File: src/iuos_pkg.sv
/*
 * Shared constants of the interrupt unit operation and status block:
 * port offsets, command field positions and values after reset.
 * Assumes nothing beyond a SystemVerilog compiler.
 */
package iuos_pkg;
    // Number of request inputs
    localparam int unsigned NUM_LEVELS = 8;

    // Port offsets on the byte-wide port pair
    localparam logic PORT_CMD_STATUS = 1'b0; // Commands in, status out
    localparam logic PORT_MASK       = 1'b1; // Mask word in and out

    // Word type marker bits on the lower port
    localparam int unsigned TYPE_MODE_BIT = 3; // Set: mode word
    localparam int unsigned TYPE_INIT_BIT = 4; // Set: init word, not handled

    // Priority-and-finish word fields
    localparam int unsigned PF_LVL_LSB = 0;
    localparam int unsigned PF_FI_BIT  = 5;
    localparam int unsigned PF_SIL_BIT = 6;
    localparam int unsigned PF_RP_BIT  = 7;

    // Mode word fields
    localparam int unsigned MD_IS_BIT   = 0; // 1 = in-service, 0 = request
    localparam int unsigned MD_SR_BIT   = 1; // Status read enable
    localparam int unsigned MD_POLL_BIT = 2; // Poll command
    localparam int unsigned MD_NESTING_TOGGLE_BIT_BIT = 5; // Nesting toggle
    localparam int unsigned MD_SNM_BIT  = 6; // Nesting arm

    // Poll word layout
    localparam int unsigned POLL_PRESENT_BIT = 7;
    localparam logic [7:0]  POLL_EMPTY       = 8'h07;

    // Values after reset
    localparam logic [7:0] MASK_RST = 8'h00;
    localparam logic [2:0] BASE_RST = 3'h7; // Level 7 lowest, level 0 highest
    localparam logic [7:0] RDATA_RST = 8'h00;

    // Synchroniser depth for request pins
    localparam int unsigned SYNC_STAGES = 2;
endpackage : iuos_pkg

File: src/iuos_req_sync.sv
/*
 * Request pin synchroniser and rising edge detector, one lane per input.
 * Assumes the pins are asynchronous to clk_sys_in.
 */
module iuos_req_sync
    import iuos_pkg::*;
#(
    parameter int unsigned WIDTH = NUM_LEVELS
) (
    input  wire logic             clk_sys_in,
    input  wire logic             reset_in,
    input  wire logic [WIDTH-1:0] pin_in,
    output logic      [WIDTH-1:0] rise_out
);
    // Elaboration check: a lane count of zero leaves nothing to build
    if (WIDTH < 1) begin : g_bad_width
        $error("iuos_req_sync: WIDTH must be at least 1");
    end

    ////////////////////////////////////////////////////////////////////////
    // One lane per input; first stage is read by the second stage only
    for (genvar g = 0; g < WIDTH; g++) begin : g_lane
        logic meta_q;  // First stage, may be metastable
        logic sync_q;  // Second stage, safe to use
        logic last_q;  // Previous safe value
        logic meta_d;
        logic sync_d;
        logic last_d;

        // Next values of the lane
        always_comb begin
            meta_d = pin_in[g];
            sync_d = meta_q;
            last_d = sync_q;
        end

        // Lane registers
        always_ff @(posedge clk_sys_in or posedge reset_in) begin
            if (reset_in) begin
                meta_q <= 1'b0;
                sync_q <= 1'b0;
                last_q <= 1'b0;
            end else begin
                meta_q <= meta_d;
                sync_q <= sync_d;
                last_q <= last_d;
            end
        end

        // Edge only from the safe stages
        assign rise_out[g] = sync_q & ~last_q;
    end
endmodule : iuos_req_sync

File: src/iuos_top.sv
/*
 * Operation and status part of an eight-input interrupt unit: priority
 * and finish commands, mode word, request/in-service/poll status reads.
 * Assumes a host on the same clock issuing one-cycle read and write
 * strobes on a byte-wide port pair, and asynchronous request pins.
 */
// Functional notes
// - Level field names level to clear or prioritise
// - In-service register changes on finish commands
// - Specific, non-specific and automatic finish supported
// - Finish bit set performs specific or non-specific finish
// - Specific bit uses level field for clear/rotate
// - Rotate bit set rotates, clear never rotates
// - Mode bit0 picks in-service/request; bit1 enables
// - Poll bit selects poll word over status enable
// - Arm bit lets toggle enter/leave special nesting
// - Selected status stays until new mode word
// - Status bit n maps to request input n
// - Poll code names highest unmasked pending level; nesting skips levels in service
// - No request: present flag 0, code all ones
// - New priority word takes effect immediately
// - Masked request latched, never goes in-service
// - Two byte ports: commands/status low, mask high
// - Every transfer is eight bits wide
module iuos_top
    import iuos_pkg::*;
(
    input  wire logic       clk_sys_in,
    input  wire logic       reset_in,
    input  wire logic [7:0] irq_pin_in,     // Asynchronous request pins
    input  wire logic       sel_in,         // Port pair selected
    input  wire logic       addr_in,        // 0 lower port, 1 upper port
    input  wire logic       wr_in,          // One-cycle write strobe
    input  wire logic       rd_in,          // One-cycle read strobe
    input  wire logic [7:0] wdata_in,       // Write byte
    input  wire logic       ack_in,         // One-cycle acknowledge
    input  wire logic       auto_finish_in, // Automatic finish enabled
    output logic      [7:0] rdata_out,      // Read byte, registered
    output logic            int_out,        // Request to the CPU
    output logic      [2:0] ack_level_out   // Level granted at last ack
);
    ////////////////////////////////////////////////////////////////////////
    // Priority helpers
    // Highest priority set bit given the lowest priority level
    function automatic logic [3:0] top_of(input logic [7:0] v,
                                          input logic [2:0] b);
        logic [2:0] idx;
        top_of = 4'h0;
        // Walk from lowest priority up so the last hit wins
        for (int i = 8; i >= 1; i--) begin
            idx = b + 3'(i);
            if (v[idx]) begin
                top_of = {1'b1, idx};
            end
        end
    endfunction : top_of

    // Rank of a level, 0 is highest priority
    function automatic logic [2:0] rank_of(input logic [2:0] l,
                                           input logic [2:0] b);
        rank_of = l - b - 3'h1;
    endfunction : rank_of

    ////////////////////////////////////////////////////////////////////////
    // Request pins
    logic [7:0] rise;  // One-cycle request edges

    iuos_req_sync #(
        .WIDTH (NUM_LEVELS)
    ) u_sync (
        .clk_sys_in (clk_sys_in),
        .reset_in   (reset_in),
        .pin_in     (irq_pin_in),
        .rise_out   (rise)
    );

    ////////////////////////////////////////////////////////////////////////
    // Command decode
    logic       wr_lo;     // Write to lower port
    logic       pfw_wr;    // Priority-and-finish word written
    logic       mode_wr;   // Mode word written
    logic       mask_wr;   // Mask word written
    logic       fi_b;      // Finish bit
    logic       sil_b;     // Specific level bit
    logic       rp_b;      // Rotate bit
    logic [2:0] lvl_f;     // Level field

    // Init words (type bit 4) are outside this block and ignored
    always_comb begin
        wr_lo   = sel_in && wr_in && (addr_in == PORT_CMD_STATUS)
                  && !wdata_in[TYPE_INIT_BIT];
        pfw_wr  = wr_lo && !wdata_in[TYPE_MODE_BIT];
        mode_wr = wr_lo && wdata_in[TYPE_MODE_BIT];
        mask_wr = sel_in && wr_in && (addr_in == PORT_MASK);
        fi_b    = wdata_in[PF_FI_BIT];
        sil_b   = wdata_in[PF_SIL_BIT];
        rp_b    = wdata_in[PF_RP_BIT];
        lvl_f   = wdata_in[PF_LVL_LSB +: 3];
    end

    ////////////////////////////////////////////////////////////////////////
    // Interrupt state
    logic [7:0] irr_q, irr_d;       // Pending requests
    logic [7:0] isr_q, isr_d;       // Levels in service
    logic [7:0] mask_q, mask_d;     // Mask word
    logic [2:0] base_q, base_d;     // Lowest priority level
    logic       rot_auto_q, rot_auto_d; // Rotate on automatic finish
    logic       nest_q, nest_d;     // Special nesting active
    logic [2:0] ackl_q, ackl_d;     // Last granted level

    logic [3:0] req_top;  // Best unmasked request
    logic [3:0] isr_top;  // Best level in service
    logic       int_raw;  // Request may reach the CPU
    logic       grant;    // Acknowledge taken

    // Arbitration against the levels in service
    always_comb begin
        logic [7:0] cand;
        cand = irr_q & ~mask_q;
        // Nesting mode only blocks the very level in service
        if (nest_q) begin
            cand = cand & ~isr_q;
        end
        req_top = top_of(cand, base_q);
        isr_top = top_of(isr_q, base_q);
        int_raw = req_top[3];
        if (!nest_q && isr_top[3]) begin
            int_raw = req_top[3] && (rank_of(req_top[2:0], base_q)
                      < rank_of(isr_top[2:0], base_q));
        end
        grant = ack_in && int_raw;
    end

    // Next values of the interrupt state
    always_comb begin
        irr_d      = irr_q;
        isr_d      = isr_q;
        mask_d     = mask_q;
        base_d     = base_q;
        rot_auto_d = rot_auto_q;
        nest_d     = nest_q;
        ackl_d     = ackl_q;
        // Finish and rotate commands act in the write cycle
        if (pfw_wr) begin
            case ({rp_b, sil_b, fi_b})
                3'b001: begin // Non-specific finish
                    if (isr_top[3]) isr_d[isr_top[2:0]] = 1'b0;
                end
                3'b011: begin // Specific finish
                    isr_d[lvl_f] = 1'b0;
                end
                3'b101: begin // Rotate on non-specific finish
                    if (isr_top[3]) begin
                        isr_d[isr_top[2:0]] = 1'b0;
                        base_d = isr_top[2:0];
                    end
                end
                3'b111: begin // Rotate on specific finish
                    isr_d[lvl_f] = 1'b0;
                    base_d       = lvl_f;
                end
                3'b110: base_d = lvl_f;      // Set priority
                3'b100: rot_auto_d = 1'b1;   // Rotate on auto finish
                3'b000: rot_auto_d = 1'b0;   // Stop rotate on auto
                default: ;                   // No operation
            endcase
        end
        if (mask_wr) begin
            mask_d = wdata_in;
        end
        if (mode_wr && wdata_in[MD_SNM_BIT]) begin
            nest_d = wdata_in[MD_NESTING_TOGGLE_BIT_BIT];
        end
        // Acknowledge clears the request; it goes into service unless automatic finish is on
        if (grant) begin
            irr_d[req_top[2:0]] = 1'b0;
            ackl_d = req_top[2:0];
            if (auto_finish_in) begin
                if (rot_auto_q) base_d = req_top[2:0];
            end else begin
                isr_d[req_top[2:0]] = 1'b1;
            end
        end
        // New edges win over a clear in the same cycle
        irr_d = irr_d | rise;
    end

    // Interrupt state registers
    always_ff @(posedge clk_sys_in or posedge reset_in) begin
        if (reset_in) begin
            irr_q      <= 8'h00;
            isr_q      <= 8'h00;
            mask_q     <= MASK_RST;
            base_q     <= BASE_RST;
            rot_auto_q <= 1'b0;
            nest_q     <= 1'b0;
            ackl_q     <= 3'h0;
        end else begin
            irr_q      <= irr_d;
            isr_q      <= isr_d;
            mask_q     <= mask_d;
            base_q     <= base_d;
            rot_auto_q <= rot_auto_d;
            nest_q     <= nest_d;
            ackl_q     <= ackl_d;
        end
    end

    ////////////////////////////////////////////////////////////////////////
    // Status selection and reads
    logic       sel_poll_q, sel_poll_d; // Poll word selected
    logic       sel_en_q, sel_en_d;     // Status read enabled
    logic       sel_is_q, sel_is_d;     // In-service chosen
    logic [7:0] rdata_q, rdata_d;       // Read byte
    logic [7:0] poll_word;              // Poll word now

    // Selection holds until a mode word picks another word
    always_comb begin
        sel_poll_d = sel_poll_q;
        sel_en_d   = sel_en_q;
        sel_is_d   = sel_is_q;
        if (mode_wr && wdata_in[MD_POLL_BIT]) begin
            sel_poll_d = 1'b1;
        end else if (mode_wr && wdata_in[MD_SR_BIT]) begin
            sel_poll_d = 1'b0;
            sel_en_d   = 1'b1;
            sel_is_d   = wdata_in[MD_IS_BIT];
        end
        // Poll word built from live requests
        if (req_top[3]) begin
            poll_word = {1'b1, 4'h0, req_top[2:0]};
        end else begin
            poll_word = POLL_EMPTY;
        end
        rdata_d = rdata_q;
        if (sel_in && rd_in) begin
            if (addr_in == PORT_MASK) begin
                rdata_d = mask_q;
            end else if (sel_poll_q) begin
                rdata_d = poll_word;
            end else if (!sel_en_q) begin
                rdata_d = 8'h00; // Nothing readable yet
            end else if (sel_is_q) begin
                rdata_d = isr_q;
            end else begin
                rdata_d = irr_q;
            end
        end
    end

    // Selection and read registers
    always_ff @(posedge clk_sys_in or posedge reset_in) begin
        if (reset_in) begin
            sel_poll_q <= 1'b0;
            sel_en_q   <= 1'b0;
            sel_is_q   <= 1'b0;
            rdata_q    <= RDATA_RST;
        end else begin
            sel_poll_q <= sel_poll_d;
            sel_en_q   <= sel_en_d;
            sel_is_q   <= sel_is_d;
            rdata_q    <= rdata_d;
        end
    end

    assign rdata_out     = rdata_q;
    assign int_out       = int_raw;
    assign ack_level_out = ackl_q;

    ////////////////////////////////////////////////////////////////////////
    // Assertions

    // In service only changes on a finish command or a grant
    a_isr_change_cause: assert property (
        @(posedge clk_sys_in) disable iff (reset_in)
        (isr_q != $past(isr_q)) |-> $past(pfw_wr || grant))
        else $error("In-service changed without cause");
    // Specific finish clears the named level
    a_spec_finish_clr: assert property (
        @(posedge clk_sys_in) disable iff (reset_in)
        (pfw_wr && {rp_b, sil_b, fi_b} == 3'b011 && !grant)
        |=> !isr_q[$past(lvl_f)])
        else $error("Specific finish left level in service");
    // Non-specific finish clears the top level in service
    a_nonspec_clr: assert property (
        @(posedge clk_sys_in) disable iff (reset_in)
        (pfw_wr && {rp_b, sil_b, fi_b} == 3'b001 && isr_top[3] && !grant)
        |=> !isr_q[$past(isr_top[2:0])])
        else $error("Non-specific finish missed the top level");
    // Without the rotate bit the priority base stays put
    a_no_rotate: assert property (
        @(posedge clk_sys_in) disable iff (reset_in)
        (pfw_wr && !rp_b && !(grant && rot_auto_q && auto_finish_in))
        |=> base_q == $past(base_q))
        else $error("Priority moved without rotate");
    // Empty poll word reads as all ones code; masked requests do not count
    a_poll_empty: assert property (
        @(posedge clk_sys_in) disable iff (reset_in)
        (sel_in && rd_in && !addr_in && sel_poll_q && (irr_q & ~mask_q) == 8'h00)
        |=> rdata_out == 8'h07)
        else $error("Empty poll word wrong");
    // Poll bit wins and holds over later plain reads
    a_poll_wins: assert property (
        @(posedge clk_sys_in) disable iff (reset_in)
        (mode_wr && wdata_in[2] && wdata_in[1]) ##1 (!mode_wr)[*2]
        |-> sel_poll_q)
        else $error("Poll selection lost");
    // Request status read returns the request register
    a_req_status: assert property (
        @(posedge clk_sys_in) disable iff (reset_in)
        (sel_in && rd_in && !addr_in && !sel_poll_q && sel_en_q
         && !sel_is_q) |=> rdata_out == $past(irr_q))
        else $error("Request status read mismatch");
    // Masked levels never enter service
    a_masked_no_isr: assert property (
        @(posedge clk_sys_in) disable iff (reset_in)
        ((isr_d & ~isr_q & mask_q) == 8'h00))
        else $error("Masked level went in service");
    // Fixed priority favours the lowest numbered request
    a_fixed_order: assert property (
        @(posedge clk_sys_in) disable iff (reset_in)
        (base_q == 3'h7 && req_top[3] && !nest_q)
        |-> ((irr_q & ~mask_q & ((8'h01 << req_top[2:0]) - 8'h01)) == 8'h00))
        else $error("Fixed priority order broken");
    // Arm bit sets or releases nesting
    a_nest_arm: assert property (
        @(posedge clk_sys_in) disable iff (reset_in)
        (mode_wr && wdata_in[6]) |=> nest_q == $past(wdata_in[5]))
        else $error("Nesting toggle not applied");
    c_grant: cover property (@(posedge clk_sys_in) disable iff (reset_in)
        grant ##[1:20] (pfw_wr && fi_b));
    c_poll_hit: cover property (@(posedge clk_sys_in) disable iff (reset_in)
        sel_in && rd_in && sel_poll_q && req_top[3]);
    c_rotate: cover property (@(posedge clk_sys_in) disable iff (reset_in)
        base_q != $past(base_q));
    c_nest: cover property (@(posedge clk_sys_in) disable iff (reset_in)
        nest_q && grant && isr_q != 8'h00);
endmodule : iuos_top

File: config.mk
export PLATFORM = sky130hd
export DESIGN_NAME = iuos_top
export DESIGN_NICKNAME = d
export VERILOG_FILES = /design/src/iuos_pkg.sv /design/src/iuos_req_sync.sv /design/src/iuos_top.sv
export SDC_FILE = /design/constraint.sdc
export NUM_CORES = 1
export LEC_CHECK = 0
export ABC_AREA = 1
export BUFFER_PORTS_ARGS = -buffer_cell sky130_fd_sc_hd__buf_2
export CORE_MARGIN = 10
export CORE_UTILIZATION = 45
export DETAILED_ROUTE_END_ITERATION = 8
export PLACE_DENSITY = 0.75
export SYNTH_ARGS = -nofsm -noshare
export SYNTH_HDL_FRONTEND = slang
export SYNTH_SLANG_ARGS = --single-unit
File: constraint.sdc
create_clock -name clk_sys_in -period 7.75 [get_ports clk_sys_in]
set_input_delay 0 -clock clk_sys_in [delete_from_list [all_inputs] [get_ports clk_sys_in]]
set_output_delay 0 -clock clk_sys_in [all_outputs]
set_load 0.005 [all_outputs]
# == Word-level counts from Yosys, hierarchy flattened ==
# Cells that the tools add are included.
# word_totals
n_memories,0
latch_bits,0
ram_bits,0
rom_bits,0
register_bits,67
# op_classes
n_bitwise,30
eq_ne,6
n_mux,76
n_reduce_logical,27
add_sub_neg,11
n_lt_le_gt_ge,15
multipliers,0
div,0
n_shift,0
# op_table
cell,count
$mux 8,11
$mux 4,16
$bmux 1 s3,16
$lt 3x4->1 const B,11
$and 8x8->8,5
$not 8->8,5
$mux 1,22
$logic_and 1x1->1,16
$or 8x8->8,2
$pmux 8 s2,1
$mux 3,5
$add 3x3->3 const B,4
$eq 3x3->1 const B,4
$not 1->1,10
$demux 1 s3,3
$ge 3x1->1 const B,3
$and 1x1->1,8
$add 3x2->3 const B,2
$pmux 3 s2,1
$reduce_or 2->1,3
$sub 3x1->3 const B,2
$sub 3x3->3,2
$reduce_and 2->1,2
$reduce_bool 2->1,2
7 further kinds,9

# == Logic depth before layout (Yosys ltp) ==
# Gate-level depths: netlist of run 1.
# depth
ltp_word,22
mapped_depth,34
mapped_depth_nobuf,31

# == By module ==
# A second synthesis of run 1 with hierarchy kept.
# unflattened
hier_cells,649
area_unflattened_um2,4689.5
# modules_own_cells
mod,instances,cells_each,area_per_inst_um2
iuos_top,1,608,4005.1
iuos_req_sync,1,41,684.4

# == Worst setup path after synthesis of run 1 ==
# No wires, ideal clock.
# synth_timing
path_kind,register to register
startpoint,reg base_q[1]
endpoint,reg irr_q[3]
synth_period_minus_slack_ns,4.357
stages_incl_launch_ff,29
arrival_ns,4.241
slack_ns,3.393
path_buffers,2
path_cell_list,dfstp_2 > inv_2 > buf_2 > ha_1 > inv_1 > buf_2 > nand3_1 > nand3_1 > nand2_1 > inv_1 > nand2_1 > o21bai_1 > nand2_1 > nand2_1 > ha_1 > fa_1 > xnor2_1 > xor2_1 > ha_1 > nand2_1 > a21oi_1 > a211oi_1 > inv_1 > nand3_2 > nand3_4 > a21oi_4 > nand2_1 > nand2_1 > nand2_1
# synth_via
elab_chain_len,18
# synth_lines
item,line_no,text
"start, declared",iuos_top.sv:106,"logic [2:0] base_q, base_d;"
"start signal, assigned",iuos_top.sv:202,base_q <= base_d;
$add 3x3->3 or $bmux 1 s3 (tied branches),"iuos_top.sv:51, iuos_top.sv:52",
$bmux 1 s3 or $mux 1 (tied branches),iuos_top.sv:52,if (v[idx]) begin
$mux 1 (not written as such) or $mux 4 (tied branches),iuos_top.sv:52,
$mux 4 (6 in series),iuos_top.sv:52,
$mux 4 *,iuos_top.sv:52,
named net req_top[0],iuos_top.sv:111,logic [3:0] req_top;
$sub 3x3->3 (tied with other cells),iuos_top.sv:61,rank_of = l - b - 3'h1;
$sub 3x1->3 or $logic_and 1x1->1 (tied branches),"iuos_top.sv:61, iuos_top.sv:176",
$lt 3x3->1 or $mux 1 (tied branches),"iuos_top.sv:129, iuos_top.sv:176",
$logic_and 1x1->1 or $demux 1 s3 (tied branches),"iuos_top.sv:128, iuos_top.sv:176",
$mux 1 or $not 8->8 (tied branches),n/a,
$logic_and 1x1->1 or $and 8x8->8 (tied branches),n/a,
$mux 8 *,iuos_top.sv:175,if (grant) begin
$or 8x8->8 *,iuos_top.sv:185,irr_d = irr_d | rise;
named net irr_d[3],iuos_top.sv:103,"logic [7:0] irr_q, irr_d;"
"end signal, assigned",iuos_top.sv:199,irr_q <= irr_d;
"end, declared",iuos_top.sv:103,
# Mark *: on every way through the listed nets, which the timed path passes. The rest lies on a longest branch. The select of a mux whose other input is x is not followed.
# A chain may end at the register's enable or synchronous reset.

# == Worst setup path in the final report of run 1 ==
# layout_timing
startpoint,reg base_q[0]
endpoint,reg isr_q[7]
# layout_rtl
item,line_no,text
$add 3x3->3 or $bmux 1 s3 (tied branches),"iuos_top.sv:51, iuos_top.sv:52",
$bmux 1 s3 or $mux 1 (tied branches),iuos_top.sv:52,
$mux 1 (not written as such) or $mux 4 (tied branches),iuos_top.sv:52,
$mux 4 (6 in series),iuos_top.sv:52,
$mux 4 *,iuos_top.sv:52,
named net req_top[0],iuos_top.sv:111,
$sub 3x3->3 (tied with other cells),iuos_top.sv:61,
$sub 3x1->3 or $logic_and 1x1->1 (tied branches),"iuos_top.sv:61, iuos_top.sv:181",
$lt 3x3->1 or $mux 1 (tied branches),"iuos_top.sv:129, iuos_top.sv:181",
$logic_and 1x1->1 or $demux 1 s3 (tied branches),"iuos_top.sv:128, iuos_top.sv:181",
$mux 1 or $or 8x8->8 (tied branches),n/a,
$logic_and 1x1->1 or $mux 8 (tied branches),"iuos_top.sv:131, iuos_top.sv:178",
$mux 8 *,iuos_top.sv:175,
named net isr_d[7],iuos_top.sv:104,"logic [7:0] isr_q, isr_d;"
"end signal, assigned",iuos_top.sv:200,isr_q <= isr_d;
"end, declared",iuos_top.sv:104,
# Marked as above.

==> results of run 1 <==
[state kept, by name (all words and copies together) (netlist names)]
register              cells
sel_en_q                  1
u_sync.g_lane.last_q      8
base_q                    3
sel_is_q                  1
u_sync.g_lane.meta_q      8
rdata_out                 8
isr_q                     8
nest_q                    1
u_sync.g_lane.last_d      8
mask_q                    8
ack_level_out             3
sel_poll_q                1
irr_q                     8
rot_auto_q                1
[worst min-delay path, delay by kind of cell]
family | cells | cell delay (ps)
buffers and inverters | 1 | 160
and+or+nand+nor | 1 | 130
AOI/OAI and AO/OA | 1 | 50
[layer usage]
layer  vias to the layer above  global-route usage [%]  share of wire (%)
met2                       209                    33.0                 48
met1                      2105                    24.1                 42
met5                         -                       0                  0
li1                       2188                       -                  -
met3                        37                    2.98                6.3
met4                         0                    9.77                4.2
[layout make-up]
class                           instances  area (sq um)  share of cell area, %
Multi-Input combinational cell        474          2350                   46.3
Sequential cell                        67          1680                   33.1
Timing Repair Buffer                   49           310                   6.11
Inverter                               81           307                   6.03
Tap cell                              133           166                   3.27
Clock inverter                          6           138                   2.71
Clock buffer                           10           128                   2.51
[cell usage in the layout, fill, tap and decap left out, types with 9 or more instances in the layout]
master | synthesis | final
nor2_1 | 41 | 41
a21oi_1 | 35 | 35
nand2_1 | 206 | 206
clkbuf_8 | 0 | 9
buf_2 | 5 | 35
nand3_1 | 85 | 85
inv_2 | 8 | 9
dlygate4sd3_1 | 0 | 12
nand4_1 | 27 | 27
dfrtp_1 | 64 | 64
o21ai_0 | 28 | 28
inv_1 | 71 | 70
[path summary, 6_finish.rpt]
kind / from / end / slack [ps] / cells past startpoint
max: base_q[0]$_DFF_PP1_ / isr_q[7]$_DFF_PP0_ / 2260 / 25
min: wdata_in[6] / mask_q[6]$_DFFE_PP0P_ / 30 / 3
max in group asynchronous: reset_in / isr_q[5]$_DFF_PP0_ / 6770 / 4
min reg2reg: u_sync.g_lane[5].meta_q$_DFF_PP0_ / u_sync.g_lane[5].last_d$_DFF_PP0_ / 350 / 0
max reg2reg: base_q[0]$_DFF_PP1_ / isr_q[7]$_DFF_PP0_ / 2260 / 25
min in group asynchronous: reset_in / sel_en_q$_DFFE_PP0P_ / 440 / 4
[per-stage QoR]
step                      utilization (%)  area (sq um)  setup slack (ps)  hold WS [ps]
after floorplan                         -          4430              3390          31.4
after global placement               48.5          4700              2460           109
after detailed placement             48.5          4700              2410           109
after CTS                            52.5          5080              2380          8.55
after global routing                 52.5          5080              1940          40.1
final                                52.5          5080              2260          30.6
[logic make-up after synthesis]
| group | Yosys count |
|---|---|
| xor+xnor | 7 |
| simple gates | 374 |
| buf+inv | 97 |
| fa+ha+maj | 8 |
| compound gates | 85 |
| flops | 67 |
==> results.json, run 1 <==
{
  "yosys_warnings": 0,
  "status": "completed",
  "drc": 0,
  "maxClockFrequency_mhz": 182,
  "ys_ff_latch": 67,
  "slew_headroom_pct": 44.8,
  "critical_path_class": "flop to flop",
  "portBuffers": 35,
  "crit_top_cell": "nand2_1",
  "die_area_sq_mm": 0.0142,
  "grt_pass1_wl_um": 22800,
  "holdCritPathClass": "input port to flop",
  "grt_max_degree": 68,
  "stdcell_count": 820,
  "clk_pin_slew_ps": 80,
  "ys_seq_area_share_pct": 37.9,
  "synth.most_common_cell": "nand2_1",
  "tightest_slew_ps": 827,
  "cp-end-kind": "flop",
  "clock_sinks": 67,
  "num_vias": 4539,
  "area_delta_synth_final_pct": 14.6,
  "period_needed_ps": 5490,
  "synth_xor_area_share_pct": 1.55,
  "io_pins": 36,
  "finalHoldViolCount": 0,
  "synth_fa_ha_area_share_pct": 2.60,
  "ys_top_cells_by_count": "206 x nand2_1, 85 x nand3_1, 71 x inv_1, 64 x dfrtp_1, 41 x nor2_1",
  "worstPathArrival_ps": 5770,
  "crit_slowest_cell": "dfstp_2",
  "htree_levels": 3,
  "cts_tree": "built",
  "die_w_um": 119,
  "drtIter0Drc": 399,
  "synthArstFlopShare_pct": 100,
  "gr-total-overflow": 0,
  "post_cts_buffers": 0,
  "synth-edff-count": 0,
  "tns_ps": 0,
  "detail-route-antenna-nets": 0,
  "cap_violations": 0,
  "firstDrtPassIters": 5,
  "start_util_pct": 45.8,
  "cts_buffer_depth": 2,
  "setup_violations": 0,
  "synth-compound-area-share_pct": 11.5,
  "yosys.area_share.simple_pct": 37.3,
  "synth_top_cell_by_area": "dfrtp_1",
  "grt_util_all_layers_pct": 19.7,
  "fin_crit_sh_pct": 70.9,
  "hold_buffers": 12,
  "clock-root-buffer": "clkbuf_8",
  "crit_family": "simple AND/OR/NAND/NOR gates",
  "yosysTopAreaCellShare_pct": 36.1,
  "clock_skew_ps": 7.01,
  "synth_cell_type_count": 40,
  "clkLatencyLatePin_ps": 350,
  "drive_gt1_share_pct": 11.9,
  "dp_cells": 792,
  "required_ps": 8030,
  "synthMuxAreaShare_pct": 0,
  "critical_path.max_fanout": 23,
  "rows": 36,
  "nets": 714,
  "synthTopCellsByArea": "dfrtp_1 36%, nand2_1 17%, nand3_1 9.6%",
  "nFillCells": 943,
  "wl_per_cell_um": 16.6,
  "numCtsBuffers": 9,
  "wl_um": 13600,
  "start_kind": "flop",
  "num_antenna_cells": 0,
  "grt_pass1_vias": 4559,
  "rsz0062_at_grt": "no",
  "cpPeakStageDelay_ps": 800,
  "synth_top_family_by_area": "simple AND/OR/NAND/NOR gates",
  "syn-instance-count": 638,
  "dpl.hpwl_um": 10500,
  "post_drt_via_cell_ratio": 5.54,
  "syn-cell-area_sq_mm": 0.00443,
  "die_y_um": 119,
  "slew_violations": 0,
  "path_buf_inv": 3,
  "core_sq_mm": 0.00968,
  "synth_flop_cell": "dfrtp_1",
  "postCtsResizedCells": 0,
  "avgSynthCellArea_sq_um": 6.95,
  "antenna_found_initial": 0,
  "gp_congestion": 0.985,
  "synth_nets": 670
}
Power of run 1 is not shown: default switching activity piles up to over one toggle a cycle in this logic, so the estimate is an artifact.
==> run 2: changes to the inputs <==
--- a/config.mk
+++ b/config.mk
@@ -10,7 +10,7 @@
 export CORE_MARGIN = 10
 export CORE_UTILIZATION = 45
 export DETAILED_ROUTE_END_ITERATION = 8
-export PLACE_DENSITY = 0.75
+export PLACE_DENSITY = 0.77
 export SYNTH_ARGS = -nofsm -noshare
 export SYNTH_HDL_FRONTEND = slang
 export SYNTH_SLANG_ARGS = --single-unit
==> constraint.sdc (replaced) <==
create_clock -name clk_sys_in -period 4.94 [get_ports clk_sys_in]
set_input_delay 0 -clock clk_sys_in [delete_from_list [all_inputs] [get_ports clk_sys_in]]
set_output_delay 0 -clock clk_sys_in [all_outputs]
set_load 0.005 [all_outputs]
==> run 2 against run 1 <==
Net effect: clock-buffer cell count is 1 lower; highest routed layer unchanged; cell count is 1.3% higher; non-clock buffer count is 10 higher; critical path type unchanged; die area stayed put; largest cell class unchanged; worst hold slack worse by 11 ps; routed wire length is 4.2% lower.
==> results.json, run 2 (synthesized netlist as in run 1, its figures left out) <==
{
  "wl_per_cell_um": 15.7,
  "antenna_found_initial": 0,
  "dpl.hpwl_um": 10000,
  "crit_slowest_cell": "dfstp_2",
  "firstDrtPassIters": 5,
  "start_kind": "flop",
  "required_ps": 5220,
  "clkLatencyLatePin_ps": 350,
  "status": "completed",
  "wl_um": 13100,
  "clk_pin_slew_ps": 90,
  "finalHoldViolCount": 0,
  "tns_ps": 0,
  "path_buf_inv": 5,
  "core_sq_mm": 0.00968,
  "crit_top_cell": "nand2_1",
  "period_needed_ps": 4600,
  "die_w_um": 119,
  "io_pins": 36,
  "placed_area_sq_mm": 0.00474,
  "drive_gt1_share_pct": 14.2,
  "tightest_slew_ps": 808,
  "final_area_sq_mm": 0.00513,
  "cpPeakStageDelay_ps": 560,
  "cts_tree": "built",
  "mostFrequentLayoutCells": "204 x nand2_1, 85 x nand3_1, 69 x inv_1",
  "die_y_um": 119,
  "worstPathArrival_ps": 4870,
  "grtUsageMet2_pct": 31.4,
  "grt_use_met3_pct": 4.39,
  "clock_sinks": 67,
  "grt_pass1_vias": 4613,
  "setup_ws_ps": 344,
  "gr-total-overflow": 0,
  "grt_max_degree": 68,
  "cap_violations": 0,
  "maxClockFrequency_mhz": 218,
  "grt_pass1_wl_um": 21800,
  "portBuffers": 35,
  "rsz0062_at_grt": "no",
  "critical_path_class": "flop to flop",
  "fin_crit_sh_pct": 93.0,
  "post_drt_via_cell_ratio": 5.51,
  "numCtsBuffers": 9,
  "final_common_cell": "nand2_1",
  "num_antenna_cells": 0,
  "busiest_layer": "met2",
  "slew_headroom_pct": 46.1,
  "pre_cts_ws_ps": 252,
  "slew_violations": 0,
  "htree_levels": 3,
  "nets": 725,
  "drc": 0,
  "grtUsageMet1_pct": 21.2,
  "setup_violations": 0,
  "critical_path.max_fanout": 8,
  "area_delta_synth_final_pct": 15.7,
  "crit_family": "simple AND/OR/NAND/NOR gates",
  "die_area_sq_mm": 0.0142,
  "num_vias": 4581,
  "detail-route-antenna-nets": 0,
  "holdCritPathClass": "input port to flop",
  "gp_congestion": 0.999,
  "cp-end-kind": "flop",
  "start_util_pct": 45.8,
  "drtIter0Drc": 484,
  "rows": 36,
  "clock_skew_ps": 13.8,
  "grt_util_all_layers_pct": 18.5,
  "cts_buffer_depth": 2,
  "clock-root-buffer": "clkbuf_8"
}
[run 2: path summary, 6_finish.rpt]
check                      cells past startpoint                                end                              start  slack, ps
min                                            3                 nest_q$_DFFE_PP0P_                        wdata_in[5]         20
min in group asynchronous                      4                 isr_q[7]$_DFF_PP0_                           reset_in        450
min reg2reg                                    0  u_sync.g_lane[2].last_d$_DFF_PP0_  u_sync.g_lane[2].meta_q$_DFF_PP0_        350
max                                           29                 isr_q[1]$_DFF_PP0_                base_q[0]$_DFF_PP1_        340
max reg2reg                                   29                 isr_q[1]$_DFF_PP0_                base_q[0]$_DFF_PP1_        340
max in group asynchronous                      4                 isr_q[3]$_DFF_PP0_                           reset_in       3970
[run 2: final cells by class]
cell class                      count  area [sq um]
Clock buffer                        9           124
Tap cell                          133           166
Timing Repair inverter              1          5.00
Multi-Input combinational cell    474          2380
Clock inverter                      7          67.6
Timing Repair Buffer               59           392
Sequential cell                    67          1680
Inverter                           81           310
Fill cell                         940          4550
[run 2: timing repair]
item	CTS	global route
endpoints found under the hold margin	76	0
hold buffers	13	0
buffers inserted	0	3
setup endpoints to repair	0	21
gates resized for setup	0	9
[run 2: stage by stage]
| step | utilization, % | instances | hold WS, ps |
|---|---|---|---|
| final | 53.0 | 831 | 19.9 |
| after global routing | 53.0 | 831 | 27.5 |
| after CTS | 52.3 | 827 | 2.30 |
| after detailed placement | 49.0 | 798 | 109 |
| after global placement | 49.0 | 798 | 110 |
| after floorplan | - | 638 | 31.4 |
[run 2: worst register-to-register path, delay by kind of cell (launching register included)]
family	cells	cell delay (ps)
flops	1	560
fa+ha+maj	4	1210
simple gates	15	1460
xor+xnor	2	340
buf+inv	5	450
compound gates	3	510
[run 2: layer usage]
| layer | up-vias | wire, um |
|---|---|---|
| met5 | - | 0 |
| met3 | 50 | 929 |
| met4 | 0 | 472 |
| met2 | 200 | 6300 |
| li1 | 2212 | - |
| met1 | 2119 | 5350 |
Power of run 2 is left out for the same reason.
